**config.mk**
```make
export PLATFORM = sky130hd
export DESIGN_NAME = asc_serial
export DESIGN_NICKNAME = d
export VERILOG_FILES = /design/src/hw/asc_pkg.sv /design/src/hw/asc_serial.sv
export VERILOG_INCLUDE_DIRS = /design/src /design/src/hw
export SDC_FILE = /design/constraint.sdc
export NUM_CORES = 1
export LEC_CHECK = 0
export BUFFER_PORTS_ARGS = -buffer_cell sky130_fd_sc_hd__clkbuf_2
export CAP_MARGIN = 15
export CORE_MARGIN = 8
export CORE_UTILIZATION = 59
export CTS_CLUSTER_SIZE = 28
export DETAILED_ROUTE_END_ITERATION = 8
export PLACE_DENSITY = 0.81
export SLEW_MARGIN = 20
export SYNTH_ARGS = -nofsm -noshare
export SYNTH_HDL_FRONTEND = slang
export SYNTH_SLANG_ARGS = --single-unit
```
**constraint.sdc**
```tcl
create_clock -name pclk -period 3.1 [get_ports pclk]
set_clock_uncertainty 0.2 [all_clocks]
set_input_delay 0.31 -clock pclk [delete_from_list [all_inputs] [get_ports pclk]]
set_output_delay 0.31 -clock pclk [all_outputs]
set_load 0.03 [all_outputs]
```
**src/hw/asc_defines.svh**
```systemverilog
`ifndef ASC_DEFINES_SVH
`define ASC_DEFINES_SVH

// Register indices; byte address is four times the index
`define ASC_IDX_STATUS 8'hf0
`define ASC_IDX_DATA 8'hf1
`define ASC_IDX_RATE 8'hf2
`define ASC_IDX_CTRL1 8'hf3
`define ASC_IDX_CTRL2 8'hf4
`define ASC_IDX_CTRL3 8'hff

`define ASC_RST_STATUS 8'hc0
`define ASC_RST_CTRL 8'h00
`define ASC_RST_RATE 8'h00
`define ASC_CTRL3_MASK 8'h40

// Status bits
`define ASC_SR_TX_BUFFER_EMPTY 7
`define ASC_SR_TC 6
`define ASC_SR_RX_FULL_FLAG 5
`define ASC_SR_IDLE 4
`define ASC_SR_OR 3
`define ASC_SR_NF 2
`define ASC_SR_FE 1
`define ASC_SR_PE 0

// Control one bits
`define ASC_C1_R8 7
`define ASC_C1_T8 6
`define ASC_C1_LOW_POWER_DISABLE 5
`define ASC_C1_M 4
`define ASC_C1_WAKE 3
`define ASC_C1_PCE 2
`define ASC_C1_PS 1
`define ASC_C1_PIE 0

// Control two bits
`define ASC_C2_TIE 7
`define ASC_C2_TX_DONE_IRQ_EN 6
`define ASC_C2_RIE 5
`define ASC_C2_LINE_QUIET_IRQ_EN 4
`define ASC_C2_TE 3
`define ASC_C2_RE 2
`define ASC_C2_RWU 1
`define ASC_C2_SBK 0

// Control three bits
`define ASC_C3_LIN 6

// Bit timing, sixteen ticks per bit
`define ASC_TICK_LAST 4'hf
`define ASC_VOTE_FIRST 4'h7
`define ASC_VOTE_LAST 4'h9
`define ASC_FRAME_BITS 4'ha
`define ASC_BRK_LIN 4'hd
`define ASC_IDLE_TICKS_8 8'ha0
`define ASC_IDLE_TICKS_9 8'hb0

`endif

```
**src/hw/asc_pkg.sv**
```systemverilog
package asc_pkg;

   typedef enum logic [1:0] {
      ASC_TX_IDLE = 2'b01,
      ASC_TX_SEND = 2'b10
   } asc_tx_state_t;

   typedef enum logic [1:0] {
      ASC_RX_HUNT = 2'b01,
      ASC_RX_DATA = 2'b10
   } asc_rx_state_t;

endpackage : asc_pkg

```
**src/hw/asc_serial.sv**
```systemverilog
// Added by the designer: the APB register port.
`timescale 1ns/100ps
`include "asc_defines.svh"
// Overview of operation
// - Transmit-empty set on load, cleared by sequence
// - Complete flag set at frame end
// - Receive-full set on word, cleared
// - Idle set once per received word
// - Overrun keeps holding data
// - Noise flag rides with receive-full
// - Framing error; overrun alone wins
// - Parity error flag, status-then-data clear
// - Interrupt from each enabled condition
// - Receiver off clears receive flags except parity error
// - Transmitter off floats pin; preamble on toggle during a frame
// - Eight or nine data bits per frame
// - Ninth bits stored and sent
// - Parity at MSB, effective next byte
// - Even or odd parity, next byte
// - Low-power stop once both paths idle
// - Mute mode, idle or address wake
// - Break sent while set, or once
// - Break length ten to fourteen bits
module asc_serial (
   input wire logic pclk,
   input wire logic presetn,
   input wire logic psel,
   input wire logic penable,
   input wire logic pwrite,
   input wire logic [9:0] paddr,
   input wire logic [31:0] pwdata,
   output logic [31:0] prdata,
   output logic pready,
   output logic pslverr,
   input wire logic rx_line,
   output logic tx_line,
   output logic tx_line_oe,
   output logic irq_req
);
   import asc_pkg::*;

   logic [7:0] status_r, ctrl1_r, ctrl2_r, ctrl3_r, rate_r, tx_holding_reg_r, rx_holding_reg_r;
   logic [7:0] status_nxt, ctrl1_nxt, ctrl2_nxt;
   logic [31:0] prdata_r;
   logic pready_r, pslverr_r, irq_r, tx_line_r, tx_oe_r;
   logic sr_armed_r, te_prev_r, sbk_prev_r, pre_pend_r, brk_pend_r, brk_seen_r;
   logic [7:0] tick_cnt_r;
   asc_tx_state_t tx_state_r;
   asc_rx_state_t rx_state_r;
   logic [13:0] tx_frame_r;
   logic [3:0] tx_left_r, tx_tck_r;
   logic [3:0] rx_tck_r, rx_bit_r;
   logic [8:0] rx_sh_r;
   logic [2:0] rx_vote_r;
   logic rx_noise_r, rx_m_r, rx_pce_r, rx_ps_r;
   logic [7:0] idle_cnt_r;
   logic idle_done_r, idle_arm_r;

   // Bus decode
   wire [7:0] idx = paddr[9:2];
   wire aligned = (paddr[1:0] == 2'b00);
   wire hit_sr = aligned && (idx == `ASC_IDX_STATUS);
   wire hit_dr = aligned && (idx == `ASC_IDX_DATA);
   wire hit_rate = aligned && (idx == `ASC_IDX_RATE);
   wire hit_c1 = aligned && (idx == `ASC_IDX_CTRL1);
   wire hit_c2 = aligned && (idx == `ASC_IDX_CTRL2);
   wire hit_c3 = aligned && (idx == `ASC_IDX_CTRL3);
   wire hit_any = hit_sr || hit_dr || hit_rate || hit_c1 || hit_c2 || hit_c3;
   wire setup = psel && !penable;
   wire acc = psel && penable && pready_r;
   wire wr = acc && pwrite && hit_any;
   wire sr_acc = acc && hit_sr;
   wire dr_rd = acc && !pwrite && hit_dr;
   wire dr_wr = wr && hit_dr;
   wire [7:0] c3_rd = ctrl3_r & `ASC_CTRL3_MASK;
   wire [7:0] rd_mux = hit_sr ? status_r :
                       hit_dr ? rx_holding_reg_r :
                       hit_rate ? rate_r :
                       hit_c1 ? ctrl1_r :
                       hit_c2 ? ctrl2_r :
                       hit_c3 ? c3_rd : 8'h00;

   // Control fields
   wire m_bit = ctrl1_r[`ASC_C1_M];
   wire te = ctrl2_r[`ASC_C2_TE];
   wire re = ctrl2_r[`ASC_C2_RE];
   wire mute = ctrl2_r[`ASC_C2_RWU];
   wire break_send = ctrl2_r[`ASC_C2_SBK];
   wire lin = ctrl3_r[`ASC_C3_LIN];
   wire tx_buffer_empty = status_r[`ASC_SR_TX_BUFFER_EMPTY];
   wire rx_full_flag = status_r[`ASC_SR_RX_FULL_FLAG];

   // Baud tick; shared by both paths
   wire tx_busy = (tx_state_r == ASC_TX_SEND);
   wire rx_busy = (rx_state_r == ASC_RX_DATA);
   // stop prescaler once both paths idle
   wire stopped = ctrl1_r[`ASC_C1_LOW_POWER_DISABLE] && !tx_busy && !rx_busy;
   wire tick = !stopped && (tick_cnt_r == rate_r);

   // Transmit path
   wire tx_bit_end = tx_busy && tick && (tx_tck_r == `ASC_TICK_LAST);
   wire tx_last = tx_bit_end && (tx_left_r == 4'h1);
   wire tx_can_load = te && !stopped && (!tx_busy || tx_last);
   // held bit or pending single break
   wire load_brk = tx_can_load && (break_send || brk_pend_r);
   wire load_pre = tx_can_load && !load_brk && pre_pend_r;
   // data waits until holding register is filled
   wire load_dat = tx_can_load && !load_brk && !load_pre && !tx_buffer_empty;
   wire tx_load = load_brk || load_pre || load_dat;
   // parity taken from current settings at load
   wire [7:0] par_src = m_bit ? tx_holding_reg_r : {1'b0, tx_holding_reg_r[6:0]};
   wire tx_par = (^par_src) ^ ctrl1_r[`ASC_C1_PS];
   wire parity_ctrl_en = ctrl1_r[`ASC_C1_PCE];
   wire tx_ninth = parity_ctrl_en ? tx_par : ctrl1_r[`ASC_C1_T8];
   wire tx_b7 = parity_ctrl_en ? tx_par : tx_holding_reg_r[7];
   // frame of start, 8 or 9 data, stop
   wire [13:0] dat_frame = m_bit ? {4'hf, tx_ninth, tx_holding_reg_r, 1'b0}
                                 : {5'h1f, tx_b7, tx_holding_reg_r[6:0], 1'b0};
   wire [3:0] frame_len = `ASC_FRAME_BITS + {3'b000, m_bit};
   wire [3:0] brk_len = (lin ? `ASC_BRK_LIN : `ASC_FRAME_BITS) + {3'b000, m_bit};
   wire [13:0] load_frame = load_brk ? 14'h0000 : load_pre ? 14'h3fff : dat_frame;
   wire [3:0] load_len = load_brk ? brk_len : frame_len;

   // Receive path
   wire rx_tick_end = rx_busy && tick && (rx_tck_r == `ASC_TICK_LAST);
   wire vote = (rx_vote_r[0] & rx_vote_r[1]) | (rx_vote_r[0] & rx_vote_r[2]) | (rx_vote_r[1] & rx_vote_r[2]);
   wire vote_noisy = !(&rx_vote_r) && (|rx_vote_r);
   wire [3:0] rx_nd = rx_m_r ? 4'h9 : 4'h8;
   wire rx_false_start = rx_tick_end && (rx_bit_r == 4'h0) && vote;
   wire rx_done = rx_tick_end && (rx_bit_r == rx_nd + 4'h1);
   wire rx_start = re && !rx_busy && tick && !rx_line;
   wire [7:0] rx_byte = rx_m_r ? rx_sh_r[7:0] : rx_sh_r[8:1];
   wire rx_msb = rx_sh_r[8];
   wire [8:0] par_chk = rx_m_r ? rx_sh_r : {1'b0, rx_sh_r[8:1]};
   wire rx_par_bad = rx_pce_r && ((^par_chk) != rx_ps_r);
   wire wake_addr = mute && ctrl1_r[`ASC_C1_WAKE] && rx_msb;
   // muted words are dropped unless address mark
   wire rx_accept = rx_done && (!mute || wake_addr);
   wire [7:0] idle_lim = m_bit ? `ASC_IDLE_TICKS_9 : `ASC_IDLE_TICKS_8;
   wire idle_det = re && !rx_busy && tick && rx_line && !idle_done_r && (idle_cnt_r == idle_lim);
   wire wake_idle = idle_det && mute && !ctrl1_r[`ASC_C1_WAKE];

   // Status next value; sets override sequence clears, receiver off clears last
   always_comb
   begin
      status_nxt = status_r;
      if (dr_wr && sr_armed_r)
      begin
         status_nxt[`ASC_SR_TX_BUFFER_EMPTY] = 1'b0;
         status_nxt[`ASC_SR_TC] = 1'b0;
      end
      if (dr_rd && sr_armed_r)
      begin
         status_nxt[5:0] = 6'h00;
      end
      // set when data moves to shifter
      if (load_dat)
      begin
         status_nxt[`ASC_SR_TX_BUFFER_EMPTY] = 1'b1;
      end
      // set at end of any frame
      if (tx_last)
      begin
         status_nxt[`ASC_SR_TC] = 1'b1;
      end
      // once per word, never on mute wake
      if (idle_det && idle_arm_r && !mute)
      begin
         status_nxt[`ASC_SR_IDLE] = 1'b1;
      end
      if (rx_accept)
      begin
         if (rx_full_flag)
         begin
            status_nxt[`ASC_SR_OR] = 1'b1;
         end
         else
         begin
            status_nxt[`ASC_SR_RX_FULL_FLAG] = 1'b1;
            status_nxt[`ASC_SR_NF] = rx_noise_r;
            status_nxt[`ASC_SR_FE] = !vote;
            status_nxt[`ASC_SR_PE] = rx_par_bad;
         end
      end
      if (!re)
      begin
         status_nxt[5:1] = 5'h00;
      end
   end

   always_comb
   begin
      ctrl1_nxt = ctrl1_r;
      ctrl2_nxt = ctrl2_r;
      if (wr && hit_c1)
      begin
         ctrl1_nxt[6:0] = pwdata[6:0];
      end
      if (wr && hit_c2)
      begin
         ctrl2_nxt = pwdata[7:0];
      end
      if (rx_accept && !rx_full_flag)
      begin
         ctrl1_nxt[`ASC_C1_R8] = rx_sh_r[8];
      end
      if (wake_addr && rx_done || wake_idle)
      begin
         ctrl2_nxt[`ASC_C2_RWU] = 1'b0;
      end
   end

   always_ff @(posedge pclk or negedge presetn)
   begin
      if (!presetn)
      begin
         status_r <= `ASC_RST_STATUS;
         ctrl1_r <= `ASC_RST_CTRL;
         ctrl2_r <= `ASC_RST_CTRL;
         ctrl3_r <= `ASC_RST_CTRL;
         rate_r <= `ASC_RST_RATE;
         tx_holding_reg_r <= 8'h00;
         rx_holding_reg_r <= 8'h00;
         sr_armed_r <= 1'b0;
      end
      else
      begin
         status_r <= status_nxt;
         ctrl1_r <= ctrl1_nxt;
         ctrl2_r <= ctrl2_nxt;
         if (wr && hit_c3)
         begin
            // only the mode bit is stored
            ctrl3_r <= pwdata[7:0] & `ASC_CTRL3_MASK;
         end
         if (wr && hit_rate)
         begin
            rate_r <= pwdata[7:0];
         end
         if (dr_wr)
         begin
            tx_holding_reg_r <= pwdata[7:0];
         end
         // holding register only loads when empty
         if (rx_accept && !rx_full_flag)
         begin
            rx_holding_reg_r <= rx_byte;
         end
         if (sr_acc)
         begin
            sr_armed_r <= 1'b1;
         end
         else if (dr_rd || dr_wr)
         begin
            sr_armed_r <= 1'b0;
         end
      end
   end

   // Bus answer; zero wait states
   always_ff @(posedge pclk or negedge presetn)
   begin
      if (!presetn)
      begin
         prdata_r <= 32'h0000_0000;
         pready_r <= 1'b0;
         pslverr_r <= 1'b0;
         irq_r <= 1'b0;
      end
      else
      begin
         pready_r <= setup;
         if (setup)
         begin
            prdata_r <= {24'h00_0000, rd_mux};
            pslverr_r <= !hit_any;
         end
         irq_r <= (ctrl2_r[`ASC_C2_TIE] && tx_buffer_empty) || (ctrl2_r[`ASC_C2_TX_DONE_IRQ_EN] && status_r[`ASC_SR_TC]) ||
                  (ctrl2_r[`ASC_C2_RIE] && (rx_full_flag || status_r[`ASC_SR_OR])) ||
                  (ctrl2_r[`ASC_C2_LINE_QUIET_IRQ_EN] && status_r[`ASC_SR_IDLE]) ||
                  (ctrl1_r[`ASC_C1_PIE] && status_r[`ASC_SR_PE]);
      end
   end

   always_ff @(posedge pclk or negedge presetn)
   begin
      if (!presetn)
      begin
         tick_cnt_r <= 8'h00;
      end
      else if (stopped || tick)
      begin
         tick_cnt_r <= 8'h00;
      end
      else
      begin
         tick_cnt_r <= tick_cnt_r + 8'h01;
      end
   end

   // Transmitter
   always_ff @(posedge pclk or negedge presetn)
   begin
      if (!presetn)
      begin
         tx_state_r <= ASC_TX_IDLE;
         tx_frame_r <= 14'h3fff;
         tx_left_r <= 4'h0;
         tx_tck_r <= 4'h0;
         te_prev_r <= 1'b0;
         sbk_prev_r <= 1'b0;
         pre_pend_r <= 1'b0;
         brk_pend_r <= 1'b0;
         brk_seen_r <= 1'b0;
         tx_line_r <= 1'b1;
         tx_oe_r <= 1'b0;
      end
      else
      begin
         te_prev_r <= te;
         sbk_prev_r <= break_send;
         if (te && !te_prev_r && tx_busy)
         begin
            pre_pend_r <= 1'b1;
         end
         else if (load_pre)
         begin
            pre_pend_r <= 1'b0;
         end
         // a set-then-clear leaves one break pending
         // Not when one already left while set, else two words
         if (sbk_prev_r && !break_send && !brk_seen_r)
         begin
            brk_pend_r <= 1'b1;
         end
         else if (load_brk)
         begin
            brk_pend_r <= 1'b0;
         end
         if (break_send && load_brk)
         begin
            brk_seen_r <= 1'b1;
         end
         else if (!break_send)
         begin
            brk_seen_r <= 1'b0;
         end
         unique case (tx_state_r)
            ASC_TX_IDLE:
            begin
               if (tx_load)
               begin
                  tx_state_r <= ASC_TX_SEND;
                  tx_frame_r <= load_frame;
                  tx_left_r <= load_len;
                  tx_tck_r <= 4'h0;
               end
            end
            ASC_TX_SEND:
            begin
               if (tick)
               begin
                  tx_tck_r <= tx_tck_r + 4'h1;
               end
               if (tx_last && tx_load)
               begin
                  tx_frame_r <= load_frame;
                  tx_left_r <= load_len;
               end
               else if (tx_last)
               begin
                  tx_state_r <= ASC_TX_IDLE;
                  tx_frame_r <= 14'h3fff;
               end
               else if (tx_bit_end)
               begin
                  tx_frame_r <= {1'b1, tx_frame_r[13:1]};
                  tx_left_r <= tx_left_r - 4'h1;
               end
            end
         endcase
         tx_line_r <= tx_busy ? tx_frame_r[0] : 1'b1;
         tx_oe_r <= te && !stopped;
      end
   end

   // Receiver
   always_ff @(posedge pclk or negedge presetn)
   begin
      if (!presetn)
      begin
         rx_state_r <= ASC_RX_HUNT;
         rx_tck_r <= 4'h0;
         rx_bit_r <= 4'h0;
         rx_sh_r <= 9'h000;
         rx_vote_r <= 3'b111;
         rx_noise_r <= 1'b0;
         rx_m_r <= 1'b0;
         rx_pce_r <= 1'b0;
         rx_ps_r <= 1'b0;
         idle_cnt_r <= 8'h00;
         idle_done_r <= 1'b0;
         idle_arm_r <= 1'b1;
      end
      else
      begin
         // rearm only after a new word
         if (status_nxt[`ASC_SR_RX_FULL_FLAG] && !rx_full_flag)
         begin
            idle_arm_r <= 1'b1;
         end
         else if (idle_det)
         begin
            idle_arm_r <= 1'b0;
         end
         if (!re || rx_busy || !rx_line)
         begin
            idle_cnt_r <= 8'h00;
            idle_done_r <= 1'b0;
         end
         else if (idle_det)
         begin
            idle_done_r <= 1'b1;
         end
         else if (tick && !idle_done_r)
         begin
            idle_cnt_r <= idle_cnt_r + 8'h01;
         end
         unique case (rx_state_r)
            ASC_RX_HUNT:
            begin
               if (rx_start)
               begin
                  rx_state_r <= ASC_RX_DATA;
                  rx_tck_r <= 4'h1;
                  rx_bit_r <= 4'h0;
                  rx_noise_r <= 1'b0;
                  // settings held for the whole frame
                  rx_m_r <= m_bit;
                  rx_pce_r <= parity_ctrl_en;
                  rx_ps_r <= ctrl1_r[`ASC_C1_PS];
               end
            end
            ASC_RX_DATA:
            begin
               if (!re || rx_false_start || rx_done)
               begin
                  rx_state_r <= ASC_RX_HUNT;
               end
               if (tick)
               begin
                  rx_tck_r <= rx_tck_r + 4'h1;
                  if (rx_tck_r >= `ASC_VOTE_FIRST && rx_tck_r <= `ASC_VOTE_LAST)
                  begin
                     rx_vote_r <= {rx_vote_r[1:0], rx_line};
                  end
               end
               if (rx_tick_end)
               begin
                  rx_bit_r <= rx_bit_r + 4'h1;
                  rx_noise_r <= rx_noise_r || vote_noisy;
                  // data bits shift in LSB first
                  if (rx_bit_r != 4'h0 && rx_bit_r <= rx_nd)
                  begin
                     rx_sh_r <= {vote, rx_sh_r[8:1]};
                  end
               end
            end
         endcase
      end
   end

   assign prdata = prdata_r;
   assign pready = pready_r;
   assign pslverr = pslverr_r;
   assign tx_line = tx_line_r;
   assign tx_line_oe = tx_oe_r;
   assign irq_req = irq_r;
endmodule : asc_serial

```
==> results.sh <==
export IMPL_rows=40
export IMPL_synth_yosys_seq_area_share_pct=48.5
export IMPL_end_kind="flop"
export IMPL_drc=0
export IMPL_postCtsHoldBufs=8
export IMPL_ant_nets=0
export IMPL_async_reset_ff_share_pct=100
export IMPL_stdcell_count=893
export IMPL_tightest_slew_ns=0.714
export IMPL_worst_path_stages=6
export IMPL_status="finished, final reports clean"
export IMPL_io_buffers=36
export IMPL_drtPass1Iterations=6
export IMPL_synth_area_leader_cell="dfrtp_1"
export IMPL_fmax_mhz=354
export IMPL_synth_top_family_by_area="simple AND/OR/NAND/NOR gates"
export IMPL_h_tree_depth=4
export IMPL_period_needed_ns=2.83
export IMPL_cp_max_fo=9
export IMPL_synth_compound_area_share_pct=12.3
export IMPL_muxShareOfSynthArea_pct=10.5
export IMPL_path_buf_inv=1
export IMPL_fp_dieH_um=125
export IMPL_synth_area_leaders="dfrtp_1 (40%), dfstp_2 (8.5%), mux2_2 (7.3%)"
export IMPL_crit_family="simple AND/OR/NAND/NOR gates"
export IMPL_diodes=0
export IMPL_core_um2=11900
export IMPL_wl_per_cell_um=18.4
export IMPL_pre_cts_slack_ns=0.311
export IMPL_grt_max_degree=57
export IMPL_hp_class="primary input to flop"
export IMPL_cp_cell_sequence="inv_1, ha_1, or4b_1, or4b_1, or2_2, a21oi_1"
export IMPL_nets=795
export IMPL_r2r_end="status_r[2]"
export IMPL_hold_viol=0
export IMPL_syn_cell_area_um2=7070
export IMPL_ff2ff_path_depth=6
export IMPL_critPathKind="flop to flop"
export IMPL_worst_path_max_delay_cell="or4b_1"
export IMPL_synth_edff_count=0
export IMPL_ios=85
export IMPL_p_total_mw=5.16
export IMPL_grt_pass1_wl_um=27300
export IMPL_synth_seq_cells=136
export IMPL_grt_pass1_vias=5481
export IMPL_via_count=5403
export IMPL_cp_slowest_stage_delay_ns=0.68
export IMPL_grt_remaining_overflow=0
export IMPL_gp_congestion=0.834
export IMPL_finalSetupViolations=0
export IMPL_synth_cells=680
export IMPL_drive_above_1_share_pct=22.7
export IMPL_clock_latency_ns=0.42
export IMPL_cp_start_kind="flop"
export IMPL_maxCapViolations=0
export IMPL_final_common_cell="dfrtp_1"
export IMPL_arrival_ns=2.97
export IMPL_via_per_inst=6.05
export IMPL_startpoint="rx_bit_r[0]"
export IMPL_setup_tns_ns=0
export IMPL_path_common_cell="or4b_1"
export IMPL_placed_cells=853
export IMPL_hpwl_um=11600
export IMPL_antenna_found_initial=0
export IMPL_yosysWarnings=0
export IMPL_synthAdderAreaFrac_pct=2.62
export IMPL_synth_top_cell_area_share_pct=40.0
export IMPL_die_area_um2=15700
export IMPL_clk_pin_slew_ns=0.06
export IMPL_r2r_start="rx_bit_r[0]"
export IMPL_cts_resized=0
export IMPL_synth_ff_type="dfrtp_1"
export IMPL_hold_slack_ns=0.0284
export IMPL_rsz0062_at_grt="no"
export IMPL_grt_usage_pct=21.8
export IMPL_cts_setup_buffers=0
export IMPL_pwr_density_cell_nw_per_um2=643
export IMPL_wl_um=16400
export IMPL_synth_xor_area_share_pct=5.45
export IMPL_critPathCapture="status_r[2]"
export IMPL_die_x_um=125
export IMPL_synth_simple_area_share_pct=15.1
export IMPL_cts_tree="built"
export IMPL_areaGrowthSynthToFinish_pct=13.6
export IMPL_finalCritPeriodShare_pct=91.2
export IMPL_setup_slack_ns=0.273
export IMPL_clock_sinks=136
export IMPL_drt_iter0_markers=421
export IMPL_worst_ep_required_time_ns=3.24
export IMPL_p_leak_nw=3.57
export IMPL_most_common_layout_cells="dfrtp_1 (113), nor2_1 (72), mux2_2 (46)"
export IMPL_clockBufferDepth=2
export IMPL_drv_slew=0
export IMPL_cts_buffers=17
export IMPL_start_util_pct=59.6
export IMPL_slew_headroom_pct=52.4
export IMPL_nFillCells=862
export IMPL_r2r_setup_slack_ns=0.27
export IMPL_synth_distinct_cells=65
export IMPL_irDropWorstVdd_v=0.000414
export IMPL_avgSynthCellArea_um2=10.4
export IMPL_root_buffer="clkbuf_16"
[routing by layer]
metal / global-route usage (%) / routed length [um] / vias up
met5: 0 / 0 / -
li1: - / - / 2476
met4: 10.4 / 503 / 0
met2: 35.5 / 8130 / 195
met1: 25.6 / 6660 / 2689
met3: 6.84 / 1110 / 43
[worst reg2reg max path, stage by stage, from the launching register on]
cell	delay [ns]
dfrtp_1	0.41
inv_1	0.08
ha_1	0.31
or4b_1	0.59
or4b_1	0.68
or2_2	0.33
a21oi_1	0.15
[through the flow]
stage	utilization [%]	instance area (um^2)
2_1_floorplan	-	7160
3_3_place_gp	62.2	7380
3_5_place_dp	62.2	7380
4_1_cts	67.7	8030
5_1_grt	67.7	8030
6_report	67.7	8030
[worst min path at each step]
stage / startpoint / end / slack, ns / cells after the start
after floorplan: presetn / brk_pend_r / -0.19 / 0
after global placement: presetn / tx_left_r[0] / 0.19 / 1
after detailed placement: presetn / tx_left_r[0] / 0.20 / 1
after CTS: pwdata[1] / rate_r[1] / 0.005 / 2
after global routing: pwdata[1] / ctrl1_r[1] / 0.02 / 2
final: pwdata[1] / rate_r[1] / 0.03 / 2
[report_power, final]
| group | leakage (nW) | total (mW) | internal (mW) | switching (mW) |
|---|---|---|---|---|
| Sequential | 1.75 | 2.19 | 2.04 | 0.152 |
| Clock | 0.268 | 1.93 | 1.17 | 0.761 |
| Combinational | 1.55 | 1.04 | 0.406 | 0.638 |
[Yosys cell counts (7+ instances only)]
library cell,count
dfrtp_1,113
nor2_1,72
mux2_2,46
nand2_1,42
o21ai_0,33
a21oi_1,28
xnor2_1,28
buf_4,26
dfstp_2,23
inv_1,22
mux2i_1,20
nand3_1,20
clkbuf_1,16
xor2_1,16
ha_1,14
nand4_1,12
a22o_1,11
nand2b_1,11
a31oi_1,10
o21ai_1,9
o31ai_1,8
buf_2,7
[logic make-up (layout without fill, tap and decap cells)]
group / count (synthesis) / in the layout
DFF: 136 / 136
AOI/OAI and AO/OA: 132 / 132
other: 1 / 24
adders and majority gates: 15 / 15
buffers and inverters: 74 / 117
muxes: 67 / 67
and+or+nand+nor: 211 / 211
xor gates and xnor gates: 44 / 44
[layout make-up]
| class | count | area (um^2) | share of cell area (%) |
|---|---|---|---|
| Sequential cell | 136 | 3430 | 42.7 |
| Timing Repair Buffer | 63 | 418 | 5.20 |
| Clock buffer | 22 | 474 | 5.90 |
| Clock inverter | 10 | 96.3 | 1.20 |
| Inverter | 22 | 82.6 | 1.03 |
| Tap cell | 147 | 184 | 2.29 |
| Multi-Input combinational cell | 493 | 3350 | 41.7 |
[sequential cells by signal, indices dropped and copies added (netlist names), 2 cells and up]
name	count
ctrl2_r	8
tick_cnt_r	8
tx_tck_r	4
rx_sh_r	9
idle_cnt_r	8
rx_holding_reg_r	8
tx_holding_reg_r	8
rx_bit_r	4
tx_frame_r	14
rx_tck_r	4
rate_r	8
status_r	8
rx_state_r	2
rx_vote_r	3
tx_left_r	4
ctrl1_r	8
prdata	8
tx_state_r	2
(Power assumes the default switching activity.)
